[src/core/asram_map.svh]
/*
 * Timing figures and derived cycle counts for the async SRAM controller.
 * Assumes a 100 MHz core clock; nanosecond figures are as printed.
 */
`ifndef ASRAM_MAP_SVH
`define ASRAM_MAP_SVH
`define ASRAM_CLK_PERIOD_NS 10
`define ASRAM_READ_CYCLE_NS 55
`define ASRAM_OE_DATA_NS 25
`define ASRAM_WRITE_CYCLE_NS 55
`define ASRAM_WRITE_PULSE_NS 40
`define ASRAM_DATA_SETUP_NS 25
`define ASRAM_HZ_NS 18
`define ASRAM_RECOVERY_NS 55
// Least times round up to whole cycles.
`define ASRAM_CYC(ns) (((ns) + `ASRAM_CLK_PERIOD_NS - 1) / `ASRAM_CLK_PERIOD_NS)
`define ASRAM_READ_CYC `ASRAM_CYC(`ASRAM_READ_CYCLE_NS)
`define ASRAM_WPULSE_CYC `ASRAM_CYC(`ASRAM_WRITE_PULSE_NS)
`define ASRAM_WCYC_CYC `ASRAM_CYC(`ASRAM_WRITE_CYCLE_NS)
`define ASRAM_TURN_CYC `ASRAM_CYC(`ASRAM_HZ_NS)
`define ASRAM_RECOVER_CYC `ASRAM_CYC(`ASRAM_RECOVERY_NS)
`define ASRAM_ADDR_W 21
`define ASRAM_DATA_W 16
`endif

[src/core/asram_pkg.sv]
/*
 * Types for the async SRAM controller.
 * Assumes asram_map.svh for widths.
 */
`default_nettype none
package asram_pkg;
    typedef enum logic [2:0] {
        ASRAM_IDLE = 3'b000,
        ASRAM_READ = 3'b001,
        ASRAM_WRITE = 3'b010,
        ASRAM_WHOLD = 3'b011,
        ASRAM_TURN = 3'b100,
        ASRAM_RECOVER = 3'b101
    } asram_state_t;
endpackage : asram_pkg
`default_nettype wire

[src/core/asram_ctrl.sv]
/*
 * Controller that drives an asynchronous 16-bit static RAM through its pins.
 * Assumes the memory's data pins reach this clock through two flip-flops
 * here, and that the board resolves the data wire from data_oe.
 * Each phase lasts a whole number of clock cycles, so pin timing is only as
 * fine as the clock; a memory faster than the figures gains nothing here.
 */
// Function
// - Address stable 40 ns, write cycle 55 ns
// - Write pulse may start with address
// - Address unchanged until write ends
// - Lane enable active 40 ns before end
// - Data stable 25 ns before end, held
// - Write needs strobe, selects, a lane
// - Data timed from terminating edge
// - Wait 55 ns after retention exit
// - Retention may follow deselect at once
// - Write strobe inactive during reads
// - Never drive data while memory drives
`include "asram_map.svh"
`default_nettype none
module asram_ctrl
    import asram_pkg::*;
(
    input wire logic core_clk,
    input wire logic arst_n,
    input wire logic req_valid,
    output logic req_ready,
    input wire logic req_write,
    input wire logic [`ASRAM_ADDR_W-1:0] req_addr,
    input wire logic [`ASRAM_DATA_W-1:0] req_wdata,
    input wire logic [1:0] req_lanes,
    output logic rsp_valid,
    output logic [`ASRAM_DATA_W-1:0] rsp_rdata,
    input wire logic retention_req,
    output logic retention_ok,
    output logic [`ASRAM_ADDR_W-1:0] mem_addr,
    output logic select_low_active_n,
    output logic select_high_active,
    output logic write_en_n,
    output logic out_gate_n,
    output logic upper_lane_en_n,
    output logic lower_lane_en_n,
    input wire logic [`ASRAM_DATA_W-1:0] data_in,
    output logic [`ASRAM_DATA_W-1:0] data_out,
    output logic data_oe
);
    asram_state_t state;
    asram_state_t next_state;
    logic [3:0] cnt;
    logic [`ASRAM_DATA_W-1:0] din_meta;
    logic [`ASRAM_DATA_W-1:0] din_sync;
    logic ret_meta;
    logic ret_sync;
    logic ret_seen;
    logic [1:0] lanes;

    // Cycle counts sized to the counter; each covers its ns minimum.
    localparam logic [3:0] READ_CYC = 4'(`ASRAM_READ_CYC);
    localparam logic [3:0] WPULSE_CYC = 4'(`ASRAM_WPULSE_CYC);
    localparam logic [3:0] WHOLD_CYC = 4'(`ASRAM_WCYC_CYC - `ASRAM_WPULSE_CYC);
    localparam logic [3:0] TURN_CYC = 4'(`ASRAM_TURN_CYC);
    localparam logic [3:0] REC_CYC = 4'(`ASRAM_RECOVER_CYC);

    function automatic logic [1:0] lanes_or_both(input logic [1:0] l);
        // An empty lane mask would deselect the memory, so use both lanes.
        lanes_or_both = (l == 2'b00) ? 2'b11 : l;
    endfunction : lanes_or_both

    // The memory is selected only in the read, write and write-hold phases.
    function automatic logic phase_selects(input asram_state_t s);
        phase_selects = (s == ASRAM_READ) || (s == ASRAM_WRITE) || (s == ASRAM_WHOLD);
    endfunction : phase_selects

    // Decode of phase completion and the idle accept condition.
    wire cnt_done = (cnt == 4'h1);
    wire in_idle = (state == ASRAM_IDLE);
    // A pending recovery also refuses requests: the idle cycle between the
    // synced retention exit and the recovery wait must not start an access.
    wire recover_due = ret_seen && !ret_sync;
    wire accept = in_idle && req_valid && !ret_sync && !ret_seen;
    assign req_ready = in_idle && !ret_sync && !ret_seen;
    assign retention_ok = in_idle && ret_sync;

    // Pin levels for the coming cycle, decoded once and registered below.
    wire pins_on = phase_selects(next_state);
    // The lane mask comes straight from the request in its accept cycle.
    wire [1:0] next_lanes = accept ? lanes_or_both(req_lanes) : lanes;

    // Memory data and the retention request come from outside this clock.
    // The data word is not gray coded; it is only used after it has stood
    // still for two cycles, so a torn sample cannot reach rsp_rdata.
    always_ff @(posedge core_clk or negedge arst_n) begin
        if (!arst_n) begin
            din_meta <= 16'h0000;
            din_sync <= 16'h0000;
            ret_meta <= 1'b0;
            ret_sync <= 1'b0;
        end else begin
            din_meta <= data_in;
            din_sync <= din_meta;
            ret_meta <= retention_req;
            ret_sync <= ret_meta;
        end
    end

    // Phase sequencing.
    // Reads end in a turn gap so the memory has let go of the wire first.
    always_comb begin
        next_state = state;
        case (state)
            ASRAM_IDLE: begin
                if (recover_due) begin
                    next_state = ASRAM_RECOVER;
                end else if (accept) begin
                    next_state = req_write ? ASRAM_WRITE : ASRAM_READ;
                end
            end
            ASRAM_READ: if (cnt_done) next_state = ASRAM_TURN;
            ASRAM_WRITE: if (cnt_done) next_state = ASRAM_WHOLD;
            ASRAM_WHOLD: if (cnt_done) next_state = ASRAM_IDLE;
            ASRAM_TURN: if (cnt_done) next_state = ASRAM_IDLE;
            ASRAM_RECOVER: if (cnt_done) next_state = ASRAM_IDLE;
            default: next_state = ASRAM_IDLE;
        endcase
    end

    // State, counter and latched request; counts stretch to whole cycles.
    // The count is loaded on entry, so a stale count never shortens a phase.
    always_ff @(posedge core_clk or negedge arst_n) begin
        if (!arst_n) begin
            state <= ASRAM_IDLE;
            cnt <= 4'h0;
            ret_seen <= 1'b0;
        end else begin
            state <= next_state;
            if (state != next_state) begin
                case (next_state)
                    ASRAM_READ: cnt <= READ_CYC;
                    ASRAM_WRITE: cnt <= WPULSE_CYC;
                    ASRAM_WHOLD: cnt <= WHOLD_CYC;
                    ASRAM_TURN: cnt <= TURN_CYC;
                    ASRAM_RECOVER: cnt <= REC_CYC;
                    default: cnt <= 4'h0;
                endcase
            end else if (cnt != 4'h0) begin
                cnt <= cnt - 4'h1;
            end
            // Retention is remembered until the wait starts, so even a short pulse pays it.
            if (ret_sync) begin
                ret_seen <= 1'b1;
            end else if (state == ASRAM_RECOVER) begin
                ret_seen <= 1'b0;
            end
        end
    end

    // Address, lanes and write data held from acceptance to write end.
    // Holding them past the strobe keeps both steady at the terminating edge.
    always_ff @(posedge core_clk or negedge arst_n) begin
        if (!arst_n) begin
            mem_addr <= 21'h00000;
            lanes <= 2'b00;
            data_out <= 16'h0000;
        end else if (accept) begin
            mem_addr <= req_addr;
            lanes <= lanes_or_both(req_lanes);
            data_out <= req_wdata;
        end
    end

    // Pin drive, registered so the pins never glitch.
    // Decoding from next_state keeps the registered pins in step with state, so no cycle of latency is added.
    always_ff @(posedge core_clk or negedge arst_n) begin
        if (!arst_n) begin
            select_low_active_n <= 1'b1;
            select_high_active <= 1'b0;
            write_en_n <= 1'b1;
            out_gate_n <= 1'b1;
            upper_lane_en_n <= 1'b1;
            lower_lane_en_n <= 1'b1;
            data_oe <= 1'b0;
        end else begin
            // Select and lanes stay on through the write hold, strobe ends first.
            select_low_active_n <= !pins_on;
            select_high_active <= pins_on;
            write_en_n <= (next_state != ASRAM_WRITE);
            out_gate_n <= (next_state != ASRAM_READ);
            lower_lane_en_n <= !(pins_on && next_lanes[0]);
            upper_lane_en_n <= !(pins_on && next_lanes[1]);
            // Drive data only in write phases; the turn gap keeps a read's
            // released lanes apart from the next write's drive.
            data_oe <= next_state inside {ASRAM_WRITE, ASRAM_WHOLD};
        end
    end

    // Read data is taken at the end of the turn gap; after the two sync
    // stages it is the word on the pins as the read phase closed, sixty ns
    // after the address, so the slow output path has settled by then.
    always_ff @(posedge core_clk or negedge arst_n) begin
        if (!arst_n) begin
            rsp_valid <= 1'b0;
            rsp_rdata <= 16'h0000;
        end else begin
            rsp_valid <= (state == ASRAM_TURN) && cnt_done;
            if ((state == ASRAM_TURN) && cnt_done) begin
                rsp_rdata <= din_sync;
            end
        end
    end
endmodule : asram_ctrl
`default_nettype wire

[config.mk]
export PLATFORM = sky130hd
export DESIGN_NAME = asram_ctrl
export DESIGN_NICKNAME = d
export VERILOG_FILES = /design/src/core/asram_pkg.sv /design/src/core/asram_ctrl.sv
export VERILOG_INCLUDE_DIRS = /design/src /design/src/core
export SDC_FILE = /design/constraint.sdc
export NUM_CORES = 1
export LEC_CHECK = 0
export ABC_CLOCK_PERIOD_IN_PS = 1500
export BUFFER_PORTS_ARGS = -buffer_cell sky130_fd_sc_hd__buf_2
export CORE_MARGIN = 4
export CORE_UTILIZATION = 45
export CTS_CLUSTER_SIZE = 28
export DETAILED_ROUTE_END_ITERATION = 6
export PLACE_DENSITY = 0.77
export SETUP_SLACK_MARGIN = 0.15
export SYNTH_ARGS = -nofsm -noshare
export SYNTH_HDL_FRONTEND = slang
export SYNTH_SLANG_ARGS = --single-unit
export TNS_END_PERCENT = 5
[constraint.sdc]
create_clock -name core_clk -period 1.5 [get_ports core_clk]
set_input_delay 0.225 -clock core_clk [delete_from_list [all_inputs] [get_ports core_clk]]
set_output_delay 0.225 -clock core_clk [all_outputs]
set_load 0.03 [all_outputs]
==> impl_metrics.json <==
{
  "wl_per_cell_um": 14.8,
  "coreArea_um2": 8300,
  "port_buffers": 122,
  "synthMuxAreaShare_pct": 14.4,
  "yosysSeqAreaShare_pct": 67.7,
  "critPathMaxStageDelay_ns": 0.43,
  "gp_congestion": 0.909,
  "yosys.area_share.simple_pct": 10.5,
  "area.growth.synth_to_final_pct": 32.9,
  "dp.cells": 502,
  "ys_warn_count": 0,
  "setup_viol": 33,
  "finalNonFillerCells": 538,
  "ys_ff_latch": 105,
  "syn_nets": 331,
  "ant_nets": 0,
  "cts_root_buffer": "clkbuf_8",
  "hpwl_um": 5500,
  "grt_overflow": 0,
  "netlist_instances": 268,
  "initial_core_util_pct": 46.9,
  "cellPowerDensity_nw_per_um2": 1930,
  "vias_per_cell": 4.82,
  "synth_area_per_cell_um2": 14.5,
  "crit_path_start_kind": "flop",
  "relSlewSlack_pct": 64.2,
  "synthAdderAreaFrac_pct": 0.964,
  "synth_top_family_by_area": "multiplexers",
  "clock_latency_ns": 0.35,
  "skew_ns": 0.0106,
  "status": "complete, but fails checks",
  "maxCapViolCount": 0,
  "cts.sinks": 105,
  "timing.fmax_ghz": 0.572,
  "wl_um": 7950,
  "dieHeight_um": 101,
  "routed-via-count": 2595,
  "crit_chain": "nor4_4 > buf_4 > and2_4 > buf_6",
  "rows": 33,
  "max-clock-path-buffers": 2,
  "tritoncts": "done",
  "hold_viol": 0,
  "drtIter0Drc": 79,
  "dr.pass1.iters": 4,
  "syn_area_um2": 3890,
  "final_util_pct": 62.3,
  "cp.arrival_ns": 1.52,
  "drc": 0,
  "n_fill_cell": 652,
  "synth_cell_types": 41,
  "path_class": "reg -> out",
  "num_io_pins": 123,
  "synth_xor_area_share_pct": 0.225,
  "drv_slew": 0,
  "power_leakage_nw": 2.75,
  "setup_ws_ns": -0.249,
  "cp.buffers_inverters": 2,
  "first_global_vias": 2672,
  "grt_use_total_pct": 16.0,
  "violations": "negative setup slack",
  "worstMarginPinSlew_ns": 0.537,
  "ir_drop_mv": 1.07,
  "h-tree-depth": 3,
  "rsz0062_at_grt": "true",
  "cp_top_family": "simple AND/OR/NAND/NOR gates",
  "drive_gt1_share_pct": 50.6,
  "period_needed_ns": 1.75,
  "p_total_w": 0.0100,
  "crit_required_ns": 1.27,
  "cp_max_fo": 3,
  "r2r_slack_ns": -0.12,
  "antenna_found_initial": 0,
  "hold_class": "in -> reg",
  "nets": 492,
  "numCtsBuffers": 9,
  "cpMaxStageDelayCell": "dfrtp_1",
  "diodes": 0,
  "end_kind": "output pin",
  "die-width_um": 101,
  "grt_pass1_wl_um": 12700,
  "synth_compound_area_share_pct": 3.89,
  "cts.reportedPaths.clkPinSlew_ns": 0.10,
  "grt_max_degree": 106,
  "fin_crit_sh_pct": 117,
  "die_area_um2": 10200
}
[kinds of logic after synthesis]
| group | after synthesis |
|---|---|
| compound gates | 21 |
| simple gates | 86 |
| buf+inv | 14 |
| flops | 105 |
| fa+ha+maj | 3 |
| mux | 38 |
| xor+xnor | 1 |
[cells in the mapped netlist]
cell | number | share of area, %
dfstp_2 | 5 | 3.4
buf_6 | 4 | 1.2
o31ai_1 | 1 | 0.19
or2_2 | 1 | 0.16
nor3b_4 | 1 | 0.48
nand4bb_1 | 1 | 0.29
and2_1 | 1 | 0.16
buf_2 | 2 | 0.26
o21ai_0 | 2 | 0.26
buf_4 | 1 | 0.19
nand2_1 | 57 | 5.5
inv_1 | 5 | 0.48
ha_1 | 3 | 0.96
mux2i_1 | 1 | 0.26
o21ai_1 | 2 | 0.26
o21bai_1 | 1 | 0.19
mux2_2 | 1 | 0.29
nand2b_1 | 3 | 0.48
dfrtp_1 | 100 | 64
inv_2 | 1 | 0.096
o31a_1 | 2 | 0.45
and3_1 | 1 | 0.16
nor4_4 | 1 | 0.55
a21oi_1 | 6 | 0.77
a32oi_2 | 1 | 0.42
o2bb2ai_1 | 1 | 0.23
nand3_1 | 3 | 0.39
a21o_1 | 1 | 0.19
nor2b_1 | 6 | 0.96
xnor2_1 | 1 | 0.23
o22ai_1 | 1 | 0.16
clkbuf_1 | 1 | 0.096
a21oi_2 | 1 | 0.23
nor3_1 | 2 | 0.26
nand3_2 | 1 | 0.26
or3_1 | 1 | 0.16
a31o_2 | 1 | 0.23
nor2_1 | 6 | 0.58
o211ai_2 | 1 | 0.32
mux2_4 | 36 | 14
nand2_2 | 1 | 0.16
[report_power, final]
part	switching, W	internal (W)
Clock	0.000965	0.000621
Combinational	0.00258	0.00173
Sequential	0.000456	0.00365
[cell type report]
cell class	instances	area, µm²	share of cell area, %
well taps	105	131	2.54
flip-flops and latches	105	2640	50.9
repair buffers	158	982	19.0
clock inverters	6	53.8	1.04
multi-input cells	149	1220	23.7
inverters	6	23.8	0.459
clock buffers	9	124	2.39
[registers in the layout (all words and copies together) (netlist names)]
signal,cells
cnt,4
select_low_active_n,1
ret_seen,1
lower_lane_en_n,1
data_oe,1
state,3
select_high_active,1
ret_sync,1
rsp_valid,1
data_out,16
mem_addr,21
lanes,2
ret_meta,1
rsp_rdata,16
write_en_n,1
out_gate_n,1
din_sync,16
upper_lane_en_n,1
din_meta,16
[worst paths after layout]
| check | start | endpoint | cells past startpoint |
|---|---|---|---|
| setup / recovery | state[2]$_DFF_PN0_ | req_ready | 4 |
| hold / removal | req_addr[15] | mem_addr[15]$_DFFE_PN0N_ | 2 |
| setup reg to reg | cnt[1]$_DFFE_PN0P_ | upper_lane_en_n$_DFF_PN1_ | 7 |
| hold reg to reg | din_meta[6]$_DFF_PN0_ | din_sync[6]$_DFF_PN0_ | 0 |
| max in group asynchronous | arst_n | din_sync[7]$_DFF_PN0_ | 3 |
| min in group asynchronous | arst_n | cnt[0]$_DFFE_PN0P_ | 3 |
[routing by layer]
layer / vias to the layer above / wire length, µm / share of wire [%] / GRT usage [%]
li1: 1207 / - / - / -
met1: 1264 / 3350 / 42 / 21.5
met2: 104 / 3850 / 48 / 25.2
met3: 20 / 555 / 7.0 / 3.53
met4: 0 / 193 / 2.4 / 6.54
met5: - / 0 / 0 / 0
[metrics by stage]
step	area [µm²]	setup WS [ns]	hold WS [ns]	setup TNS (ns)
6_report	5170	-0.249	0.0931	-1.50
5_1_grt	5170	-0.327	0.0750	-5.95
4_1_cts	5130	-0.274	0.0758	-1.98
3_5_place_dp	4730	-0.0927	0.333	-2.26
3_3_place_gp	4730	-0.0445	0.327	-0.448
2_1_floorplan	3930	-0.0184	-0.0706	-0.613
[cells in the final DEF (no fill, tap or decap), drive strengths merged, types with 2 or more instances in the layout]
master,count
dfstp,5
dlygate4sd3,18
clkbuf,9
o31a,2
nor2,6
nor2b,6
dfrtp,100
buf,140
o21ai,4
clkinvlp,3
mux2,37
nand2,58
nand2b,3
ha,3
nor3,2
clkinv,2
a21oi,7
nand3,4
inv,7
[what timing repair did]
action / CTS / global route
buffers inserted: 2 / 1
endpoints found under the hold margin: 117 / 0
resized for setup: 7 / 11
hold buffers: 18 / 0
pin swaps: 5 / 1
setup endpoints to repair: 71 / 72
Power figures use the tool's default switching activity.
